--- src/core/sopr_cfg.svh ---
// offsets, field positions, reset values and timing counts for the option block
`ifndef SOPR_CFG_SVH
`define SOPR_CFG_SVH

// ----------------------------------------------------------------
// register indices (byte address is four times the index)
// ----------------------------------------------------------------
`define SOPR_IDX_SYSTEM_OPTIONS_2   10'h038
`define SOPR_IDX_OPT1   10'h039
`define SOPR_IDX_EEPROM_BLOCK_PROTECT  10'h03a
`define SOPR_IDX_STAT   10'h03b

// ----------------------------------------------------------------
// reset values and write masks
// ----------------------------------------------------------------
`define SOPR_RST_OPT1   8'h10
`define SOPR_RST_SYSTEM_OPTIONS_2   8'h00
`define SOPR_RST_EEPROM_BLOCK_PROTECT  8'hff
`define SOPR_OPT1_PROT  8'h37
`define SOPR_SYSTEM_OPTIONS_2_WMASK 8'hcf

// ----------------------------------------------------------------
// field positions
// ----------------------------------------------------------------
`define SOPR_B_ANALOG_POWER_UP     7
`define SOPR_B_CHARGE_PUMP_CLOCK_SELECT     6
`define SOPR_B_IRQ_EDGE_SELECT     5
`define SOPR_B_DLY      4
`define SOPR_B_CME      3
`define SOPR_B_CLOCK_MONITOR_FORCE     2
`define SOPR_B_LIRDRV   7
`define SOPR_B_CPOD     6
`define SOPR_B_IRVBC    4
`define SOPR_B_SERIAL_LSB_FIRST     3
`define SOPR_B_SDIV4    2
`define SOPR_B_BULK_ERASE_PROTECT    7
`define SOPR_B_PTCFG    5

// ----------------------------------------------------------------
// timing
// ----------------------------------------------------------------
`define SOPR_WIN_CYCLES 7'd64
`define SOPR_CLK_NS     100
`define SOPR_ADC_WAIT_NS 100000
`define SOPR_ADC_CYCLES ((`SOPR_ADC_WAIT_NS + `SOPR_CLK_NS - 1) / `SOPR_CLK_NS)
`define SOPR_DLY_LONG   12'd4064
`define SOPR_DLY_SHORT  12'd4
`define SOPR_AUX_SETTLE 5'd16

// ----------------------------------------------------------------
// eeprom block start offsets within the page
// ----------------------------------------------------------------
`define SOPR_BLK0_LO    12'hd80
`define SOPR_BLK1_LO    12'hda0
`define SOPR_BLK2_LO    12'hde0
`define SOPR_BLK3_LO    12'he60
`define SOPR_BLK4_LO    12'hf80

`endif

--- src/core/sopr_pkg.sv ---
// types shared by the system option and protect block
package sopr_pkg;

  // start-up delay sequencer
  typedef enum logic [0:0] {SOPR_RUN, SOPR_WAIT} sopr_osc_t;

  // eeprom access request checked against protection
  typedef struct packed {
    logic        prog;
    logic        row_erase;
    logic        bulk_erase;
    logic        cfg_write;
    logic [11:0] offset;
  } sopr_ee_req_t;

  // decoded option levels towards the rest of the chip
  typedef struct packed {
    logic       analog_power_up;
    logic       charge_pump_clock_select;
    logic       clock_monitor_active;
    logic [1:0] watchdog_rate_sel;
    logic       serial_lsb_first;
    logic       serial_rate_div4;
    logic       internal_read_visibility;
    logic       busclk_hold_low;
  } sopr_opts_t;

  // whole state of the block
  typedef struct packed {
    logic [7:0]  opt1;
    logic [7:0]  system_options_2;
    logic [7:0]  eeprom_block_protect;
    logic [6:0]  win_cnt;
    logic        once_opt1;
    logic        once_irv;
    logic        once_eeprom_block_protect;
    logic        started;
    sopr_osc_t   osc;
    logic [11:0] dly_cnt;
    logic [9:0]  adc_cnt;
    logic        adc_ready;
    logic        irq_s1;
    logic        irq_s2;
    logic        irq_s3;
    logic        lir_lo;
    logic        lir_hi;
    logic [7:0]  pc_o;
    logic [7:0]  pc_oe;
    logic        xt_s1;
    logic        xt_s2;
    logic        xt_s3;
    logic [1:0]  aux_div;
    logic [2:0]  aux_cnt;
    logic        aux_clk;
    logic        aux_pin;
    logic [4:0]  aux_settle;
    logic [31:0] prdata;
  } sopr_state_t;

endpackage : sopr_pkg

--- src/core/sopr_top.sv ---
// system option registers, eeprom block protect and their decoded controls
//
// The APB register port was decided locally.
`timescale 1ns/1ps
`include "sopr_cfg.svh"

module sopr_top (
  // clock and reset
  input  wire logic                  pclk,
  input  wire logic                  presetn,
  // apb slave
  input  wire logic                  psel,
  input  wire logic                  penable,
  input  wire logic                  pwrite,
  input  wire logic [11:0]           paddr,
  input  wire logic [31:0]           pwdata,
  output logic      [31:0]           prdata,
  output logic                       pready,
  output logic                       pslverr,
  // operating mode from the mode latch
  input  wire logic                  special_mode,
  input  wire logic                  expanded_mode,
  // cpu and clock events
  input  wire logic                  stop_exit,
  input  wire logic                  instr_begin,
  input  wire logic                  clock_slow_det,
  input  wire logic                  aux_clock_out_en,
  // pins sampled from outside
  input  wire logic                  irq_n,
  input  wire logic                  crystal_input,
  // port C data and direction
  input  wire logic [7:0]            portc_data,
  input  wire logic [7:0]            portc_dir,
  // eeprom request to check
  input  wire sopr_pkg::sopr_ee_req_t ee_req,
  // decoded controls
  output sopr_pkg::sopr_opts_t       opts,
  output logic                       irq_request,
  output logic                       cpu_hold,
  output logic                       clock_fail_reset,
  output logic                       stop_allowed,
  output logic                       ee_denied,
  // pins driven
  output logic                       instr_start_strobe_n_o,
  output logic                       instr_start_strobe_n_oe,
  output logic [7:0]                 portc_o,
  output logic [7:0]                 portc_oe,
  output logic                       aux_clock_pin
);
  import sopr_pkg::*;

  localparam logic [9:0] ADC_LAST = 10'(`SOPR_ADC_CYCLES - 1);

  sopr_state_t s;
  sopr_state_t next_s;

  // ----------------------------------------------------------------
  // bus decode
  // ----------------------------------------------------------------
  logic [9:0] idx;
  logic       mapped;
  logic       wr;
  logic [7:0] wd;
  logic [7:0] rd;
  logic       win_open;
  logic       test_mode;
  logic       prot_ok;
  logic       xt_edge;
  logic [2:0] aux_last;

  assign idx       = paddr[11:2];
  assign wd        = pwdata[7:0];
  assign wr        = psel & penable & pwrite & mapped;
  assign win_open  = s.win_cnt != `SOPR_WIN_CYCLES;
  assign test_mode = special_mode & expanded_mode;
  // protected bits: special modes always, else first write inside window
  assign prot_ok   = special_mode | (win_open & ~s.once_opt1);
  // zero wait state slave; pready never stalls
  assign pready    = 1'b1;
  assign pslverr   = psel & penable & ~mapped;
  assign prdata    = s.prdata;

  // register select and read mux
  always_comb begin
    mapped = 1'b1;
    rd     = 8'h00;
    if (paddr[1:0] != 2'b00) begin
      mapped = 1'b0;
    end else if (idx == `SOPR_IDX_SYSTEM_OPTIONS_2) begin
      rd = s.system_options_2 & `SOPR_SYSTEM_OPTIONS_2_WMASK | (s.system_options_2 & 8'h10);
    end else if (idx == `SOPR_IDX_OPT1) begin
      rd = s.opt1;
    end else if (idx == `SOPR_IDX_EEPROM_BLOCK_PROTECT) begin
      rd = s.eeprom_block_protect;
    end else if (idx == `SOPR_IDX_STAT) begin
      rd = {2'b00, expanded_mode, special_mode, s.aux_settle != 5'd0,
            s.osc == SOPR_WAIT, win_open, s.adc_ready};
    end else begin
      mapped = 1'b0;
    end
  end

  // ----------------------------------------------------------------
  // aux divide half period in crystal edges
  // ----------------------------------------------------------------
  // both crystal edges count, so a divide by n toggles every n edges
  always_comb begin
    case (s.aux_div)
      2'b01:   aux_last = 3'd3;
      2'b10:   aux_last = 3'd5;
      2'b11:   aux_last = 3'd7;
      default: aux_last = 3'd0;
    endcase
  end

  // edge seen on the second and third sync stage only
  assign xt_edge = s.xt_s2 ^ s.xt_s3;

  // ----------------------------------------------------------------
  // next state
  // ----------------------------------------------------------------
  always_comb begin
    next_s = s;
    // mode dependent reset value caught once after release
    if (!s.started) begin
      next_s.started           = 1'b1;
      next_s.system_options_2[`SOPR_B_IRVBC] = test_mode;
    end
    // time protection window
    if (win_open) begin
      next_s.win_cnt = s.win_cnt + 7'd1;
    end

    // register writes at the access edge
    if (wr && idx == `SOPR_IDX_OPT1) begin
      next_s.opt1 = (s.opt1 & `SOPR_OPT1_PROT) | (wd & ~`SOPR_OPT1_PROT);
      if (prot_ok) begin
        next_s.opt1 = wd;
        next_s.opt1[`SOPR_B_CLOCK_MONITOR_FORCE] = wd[`SOPR_B_CLOCK_MONITOR_FORCE] | s.opt1[`SOPR_B_CLOCK_MONITOR_FORCE];
      end
      if (!special_mode && win_open) begin
        next_s.once_opt1 = 1'b1;
      end
    end else if (wr && idx == `SOPR_IDX_SYSTEM_OPTIONS_2) begin
      next_s.system_options_2 = (wd & `SOPR_SYSTEM_OPTIONS_2_WMASK) | (s.system_options_2 & 8'h10);
      // boot and test modes both count as special here
      if (special_mode || !s.once_irv) begin
        next_s.system_options_2[`SOPR_B_IRVBC] = wd[`SOPR_B_IRVBC];
        next_s.once_irv            = ~special_mode;
      end
    end else if (wr && idx == `SOPR_IDX_EEPROM_BLOCK_PROTECT) begin
      // outside the single chance only more protection is accepted
      if (special_mode) begin
        next_s.eeprom_block_protect = wd;
      end else if (win_open && !s.once_eeprom_block_protect) begin
        next_s.eeprom_block_protect      = wd;
        next_s.once_eeprom_block_protect = 1'b1;
      end else begin
        next_s.eeprom_block_protect = s.eeprom_block_protect | wd;
      end
    end

    // read data captured in the setup phase
    if (psel && !penable && !pwrite) begin
      next_s.prdata = {24'h000000, rd};
    end

    // converter power up settling flag
    if (!s.opt1[`SOPR_B_ANALOG_POWER_UP]) begin
      next_s.adc_cnt   = 10'd0;
      next_s.adc_ready = 1'b0;
    end else if (s.adc_cnt != ADC_LAST) begin
      next_s.adc_cnt = s.adc_cnt + 10'd1;
    end else begin
      next_s.adc_ready = 1'b1;
    end

    // oscillator start-up delay sequencer
    case (s.osc)
      SOPR_RUN: begin
        if (stop_exit) begin
          next_s.osc     = SOPR_WAIT;
          next_s.dly_cnt = s.opt1[`SOPR_B_DLY] ? `SOPR_DLY_LONG - 12'd1
                                               : `SOPR_DLY_SHORT - 12'd1;
        end
      end
      SOPR_WAIT: begin
        if (s.dly_cnt == 12'd0) begin
          next_s.osc = SOPR_RUN;
        end else begin
          next_s.dly_cnt = s.dly_cnt - 12'd1;
        end
      end
      default: next_s.osc = SOPR_RUN;
    endcase

    // irq pin synchroniser
    next_s.irq_s1 = irq_n;
    next_s.irq_s2 = s.irq_s1;
    next_s.irq_s3 = s.irq_s2;

    // instruction strobe: low pulse, then optional high drive
    // the high drive lasts a whole bus cycle, not a quarter
    next_s.lir_lo = instr_begin & expanded_mode;
    next_s.lir_hi = s.lir_lo & s.system_options_2[`SOPR_B_LIRDRV];

    // port C driver, open drain drives only the low level
    if (s.system_options_2[`SOPR_B_CPOD]) begin
      next_s.pc_o  = 8'h00;
      next_s.pc_oe = portc_dir & ~portc_data;
    end else begin
      next_s.pc_o  = portc_data;
      next_s.pc_oe = portc_dir;
    end

    // crystal synchroniser; limits usable crystals to well below pclk
    next_s.xt_s1 = crystal_input;
    next_s.xt_s2 = s.xt_s1;
    next_s.xt_s3 = s.xt_s2;

    // aux divider restarts and settles after a rate change
    next_s.aux_div = s.system_options_2[1:0];
    if (s.aux_div != s.system_options_2[1:0]) begin
      next_s.aux_cnt    = 3'd0;
      next_s.aux_settle = `SOPR_AUX_SETTLE;
    end else begin
      if (s.aux_settle != 5'd0) begin
        next_s.aux_settle = s.aux_settle - 5'd1;
      end
      if (xt_edge) begin
        if (s.aux_cnt == aux_last) begin
          next_s.aux_cnt = 3'd0;
          next_s.aux_clk = ~s.aux_clk;
        end else begin
          next_s.aux_cnt = s.aux_cnt + 3'd1;
        end
      end
    end
    next_s.aux_pin = aux_clock_out_en & (s.aux_div == 2'b00 ? s.xt_s2 : s.aux_clk);
  end

  // state register, constants only under reset
  always_ff @(posedge pclk or negedge presetn) begin
    if (!presetn) begin
      s            <= '0;
      s.opt1       <= `SOPR_RST_OPT1;
      s.system_options_2       <= `SOPR_RST_SYSTEM_OPTIONS_2;
      s.eeprom_block_protect      <= `SOPR_RST_EEPROM_BLOCK_PROTECT;
      s.osc        <= SOPR_WAIT;
      s.dly_cnt    <= `SOPR_DLY_LONG - 12'd1;
      // irq sync starts at the idle pin level, so no false request follows reset
      s.irq_s1     <= 1'b1;
      s.irq_s2     <= 1'b1;
      s.irq_s3     <= 1'b1;
    end else begin
      s <= next_s;
    end
  end

  // ----------------------------------------------------------------
  // eeprom protection check
  // ----------------------------------------------------------------
  function automatic logic [4:0] sopr_region(input logic [11:0] off);
    logic [4:0] r;
    r = 5'b00000;
    if (off >= `SOPR_BLK4_LO) begin
      r = 5'b10000;
    end else if (off >= `SOPR_BLK3_LO) begin
      r = 5'b01000;
    end else if (off >= `SOPR_BLK2_LO) begin
      r = 5'b00100;
    end else if (off >= `SOPR_BLK1_LO) begin
      r = 5'b00010;
    end else if (off >= `SOPR_BLK0_LO) begin
      r = 5'b00001;
    end
    return r;
  endfunction : sopr_region

  // region, erase and config protection combined
  always_comb begin
    ee_denied = 1'b0;
    if ((ee_req.prog | ee_req.row_erase) &&
        (sopr_region(ee_req.offset) & s.eeprom_block_protect[4:0]) != 5'b00000) begin
      ee_denied = 1'b1;
    end
    if ((ee_req.bulk_erase | ee_req.row_erase) && s.eeprom_block_protect[`SOPR_B_BULK_ERASE_PROTECT]) begin
      ee_denied = 1'b1;
    end
    if (ee_req.cfg_write && s.eeprom_block_protect[`SOPR_B_PTCFG] && !special_mode) begin
      ee_denied = 1'b1;
    end
  end

  // ----------------------------------------------------------------
  // decoded outputs
  // ----------------------------------------------------------------
  assign opts.analog_power_up          = s.opt1[`SOPR_B_ANALOG_POWER_UP];
  assign opts.charge_pump_clock_select = s.opt1[`SOPR_B_CHARGE_PUMP_CLOCK_SELECT];
  assign opts.clock_monitor_active     = s.opt1[`SOPR_B_CME] | s.opt1[`SOPR_B_CLOCK_MONITOR_FORCE];
  assign opts.watchdog_rate_sel        = s.opt1[1:0];
  assign opts.serial_lsb_first         = s.system_options_2[`SOPR_B_SERIAL_LSB_FIRST];
  assign opts.serial_rate_div4         = s.system_options_2[`SOPR_B_SDIV4];
  assign opts.internal_read_visibility = expanded_mode & s.system_options_2[`SOPR_B_IRVBC];
  assign opts.busclk_hold_low          = ~expanded_mode & s.system_options_2[`SOPR_B_IRVBC];

  // level mode reads the synced pin, edge mode a one cycle fall pulse
  assign irq_request = s.opt1[`SOPR_B_IRQ_EDGE_SELECT] ? (s.irq_s3 & ~s.irq_s2) : ~s.irq_s2;
  assign cpu_hold         = s.osc == SOPR_WAIT;
  assign clock_fail_reset = opts.clock_monitor_active & clock_slow_det;
  assign stop_allowed     = ~s.opt1[`SOPR_B_CLOCK_MONITOR_FORCE];

  assign instr_start_strobe_n_o  = s.lir_hi;
  assign instr_start_strobe_n_oe = s.lir_lo | s.lir_hi;
  assign portc_o       = s.pc_o;
  assign portc_oe      = s.pc_oe;
  assign aux_clock_pin = s.aux_pin;
endmodule : sopr_top

--- config.mk ---
export PLATFORM = sky130hd
export DESIGN_NAME = sopr_top
export DESIGN_NICKNAME = d
export VERILOG_FILES = /design/src/core/sopr_pkg.sv /design/src/core/sopr_top.sv
export VERILOG_INCLUDE_DIRS = /design/src /design/src/core
export SDC_FILE = /design/constraint.sdc
export NUM_CORES = 1
export LEC_CHECK = 0
export BUFFER_PORTS_ARGS = -buffer_cell sky130_fd_sc_hd__buf_2
export CAP_MARGIN = 30
export CORE_MARGIN = 3
export CORE_UTILIZATION = 51
export CTS_CLUSTER_SIZE = 10
export DETAILED_ROUTE_END_ITERATION = 6
export PLACE_DENSITY = 0.81
export SYNTH_ARGS = -nofsm -noshare
export SYNTH_HDL_FRONTEND = slang
export SYNTH_SLANG_ARGS = --single-unit
--- constraint.sdc ---
create_clock -name pclk -period 3.4 [get_ports pclk]
set_input_delay 0.17 -clock pclk [delete_from_list [all_inputs] [get_ports pclk]]
set_output_delay 0.17 -clock pclk [all_outputs]
set_load 0.02 [all_outputs]
==> flow_metrics.tcl <==
set metrics [dict create \
    run_status "completed" \
    final_setup_violation_count 0 \
    synth-seq-cells 102 \
    floorplan.core_area_um2 10000 \
    drt_pass1_iterations 5 \
    die-height_um 109 \
    place_ws_ns 1.48 \
    insertedDiodeCount 0 \
    cp_max_fo 4 \
    rsz0062_at_grt "no" \
    insertion_delay_ns 0.37 \
    timing.max_slew.rel_slack_pct 57.7 \
    yosysTopAreaCell "dfrtp_1" \
    net_load_switching_power_mw 0.840 \
    setup_slack_ns 1.43 \
    grt_pass1_wl_um 18500 \
    ys_warn_count 0 \
    min_delay_path_depth 2 \
    grt_remaining_overflow 0 \
    timing.setup.tns_ns 0 \
    start_util_pct 53.7 \
    power.share.clock_pct 30.1 \
    cp-end-kind "output port" \
    half_perimeter_wire_length_after_placement_um 8580 \
    synth-edff-count 0 \
    final_cell_mix "100 x buf_2, 78 x dfrtp_1, 42 x nor2_1" \
    antenna_found_initial 2 \
    holdPathEnd "portc_oe[4]$_DFF_PN0_" \
    final.min_clock_period_ns 1.97 \
    design_internal_power_mw 2.02 \
    synthTopCellsByArea "dfrtp_1 36%, dfstp_2 12%, buf_4 7.7%, mux2_2 3.6%, nor2_1 2.9%" \
    track_usage_pct 20.0 \
    cts_buf_count 9 \
    syn_area_per_cell_um2 10.4 \
    drv_slew 0 \
    number_of_global_route_vias_before_repair 3820 \
    r2r_slack_ns 1.50 \
    post_cts.repair.setup_buffers 0 \
    cts_resized 0 \
    synth_sequential_area_ratio_pct 48.1 \
    globalplace.congestion 0.825 \
    finClkSkew_ns 0.00893 \
    routed_wirelength_um 11600 \
    drt-wirelength-per-cell_um 15.7 \
    cp_data_arrival_time_ns 1.80 \
    final_common_cell "buf_2" \
    number_of_nets_with_antenna_violations_after_routing 0 \
    io-pin-count 156 \
    r2r_cells 6 \
    clock_tree_from_tritoncts "built" \
    achievable-frequency_ghz 0.508 \
    synthFlopType "dfrtp_1" \
    buffers_added_on_ports 101 \
    netlist_instances 514 \
    clkSinkCount 102 \
    syn-cell-area_um2 5370 \
    cts_htree_levels 3 \
    share_of_cells_above_drive_strength_1_pct 30.7 \
    r2r-end "s[80]$_DFFE_PN1P_" \
    num_rows 36 \
    worst_pin_slew_ns 0.618 \
    cellPowerDensity_nw_per_um2 472 \
    avgViaCountPerCell 5.50 \
    num_vias 4047 \
    rr_startpoint "s[79]$_DFFE_PN1P_" \
    clockRootBuffer "clkbuf_8" \
    max-clock-path-buffers 2 \
    layout.filler_cells 842 \
    final_min_period_over_clock_period_pct 57.9 \
    clkSlewWorstSetupHoldPaths_ns 0.10 \
    class_of_the_tightest_hold_or_removal_check "primary input to flop" \
    max_cap_violations 0 \
    area_delta_synth_final_pct 12.8 \
    fin_nets 694 \
    ir_worst_vdd_mv 0.257 \
    synth.top_cell.area_share_pct 36.4 \
    die_area_um2 11800 \
    drt_drc_violations_left 0 \
    synth.lib_cells_used.distinct 71 \
    critPathRequiredTime_ns 3.23 \
    asyncSetResetFlopFracSynth_pct 100 \
    leak_pwr_nw 2.87 \
    timing_hold_violations_final 0 \
    power.share.combinational_pct 17.6 \
    worstSetupPathType "flop to output port" \
    sw_frac_of_total_pct 29.4 \
    hold_crit_start "portc_dir[4]" \
    setup.worst_path.start_class "flop" \
    seq_power_share_pct 52.3 \
    die_w_um 109 \
    grt_max_degree 46 \
    1st_iter_drt_viols 318 \
]
-- power groups by stage --
stage               logic [mW]  registers, mW  clock network, mW
floorplan                0.386           1.48                  0
global placement         0.464           1.50                  0
detailed placement       0.492           1.51                  0
CTS                      0.503           1.49              0.879
global route             0.573           1.51              0.931
finish                   0.503           1.49              0.860
-- timing repair --
item | CTS | global route
hold buffers | 11 | 1
hold endpoints to repair | 43 | 1
setup endpoints to repair | 0 | 0
-- through the flow --
stage | power (mW) | utilization (%) | hold WS (ns) | instances | instance area (um^2)
CTS | 2.87 | 60.4 | 0.000614 | 735 | 6040
finish | 2.86 | 60.5 | 0.0300 | 736 | 6050
global placement | 1.97 | 56.8 | 0.278 | 707 | 5680
detailed placement | 2.01 | 57.0 | 0.178 | 708 | 5700
global route | 3.02 | 60.5 | 0.00420 | 736 | 6050
floorplan | 1.87 | - | -0.126 | 538 | 5460
-- registers in the layout (all words and copies together), names as in the netlist --
signal,count
aux_clock_pin,1
cpu_hold,1
instr_start_strobe_n_o,1
next_s,6
opts,6
portc_o,8
portc_oe,8
prdata,8
s,63
-- how the worst max path moves through the flow --
stage | slack [ns] | end | from
after floorplan | 1.68 | s[84]$_DFFE_PN0P_ | s[79]$_DFFE_PN1P_
after global placement | 1.50 | opts[8]$_DFFE_PN0P_ | paddr[9]
after detailed placement | 1.48 | s[122]$_DFFE_PN0P_ | paddr[9]
after CTS | 1.40 | ee_denied | s[105]$_DFFE_PN1P_
after global routing | 1.35 | s[80]$_DFFE_PN1P_ | s[80]$_DFFE_PN1P_
final | 1.43 | ee_denied | s[105]$_DFFE_PN1P_
-- layer usage --
layer  global-route usage (%)  wire (um)
met1                     25.7       4780
met2                     33.8       5760
met3                     4.60        830
met4                     5.77        169
met5                        0         14
-- worst max-delay path: stages, from the launching register on --
cell and delay (ns):
dfstp_2 0.40, and3_1 0.13, a2111oi_0 0.58, o31ai_1 0.13, buf_2 0.18
-- final cells by class --
class	count	area [um^2]	share of cell area, %
Sequential cell	102	2580	42.7
Clock inverter	7	105	1.74
Tap cell	133	166	2.75
Inverter	16	60.1	0.993
Multi-Input combinational cell	354	2360	39.0
Timing Repair Buffer	115	656	10.8
Clock buffer	9	124	2.05
-- cell usage after synthesis, types with 4 or more instances --
master and number:
dfrtp_1 78, buf_4 55, nor2_1 42, nand2_1 31, dfstp_2 24, a21oi_1 19, nor2b_1 19, mux2_2 17
o21ai_0 17, inv_1 16, nand3_1 15, xnor2_1 13, a21boi_0 10, mux2i_1 10, and2_1 9, clkbuf_1 9
nor3_1 9, a22o_1 8, xor2_1 8, ha_1 7, a31oi_1 6, nand2b_1 5, a21o_1 4, or2_2 4
or3_1 4
-- logic make-up (layout without fill, tap and decap cells) --
kind of cell | Yosys count | after routing | share of synthesized area, %
AND/OR/NAND/NOR | 179 | 179 | 19.6
adder cells (fa/ha/maj) | 7 | 7 | 1.63
XOR/XNOR | 21 | 21 | 3.43
other | 2 | 26 | 0.140
buffers and inverters | 82 | 147 | 9.61
multiplexers | 27 | 27 | 5.43
AO/OA/AOI/OAI | 94 | 94 | 12.0
flip-flops | 102 | 102 | 48.1
No activity file was read; power rests on OpenSTA's default activity.
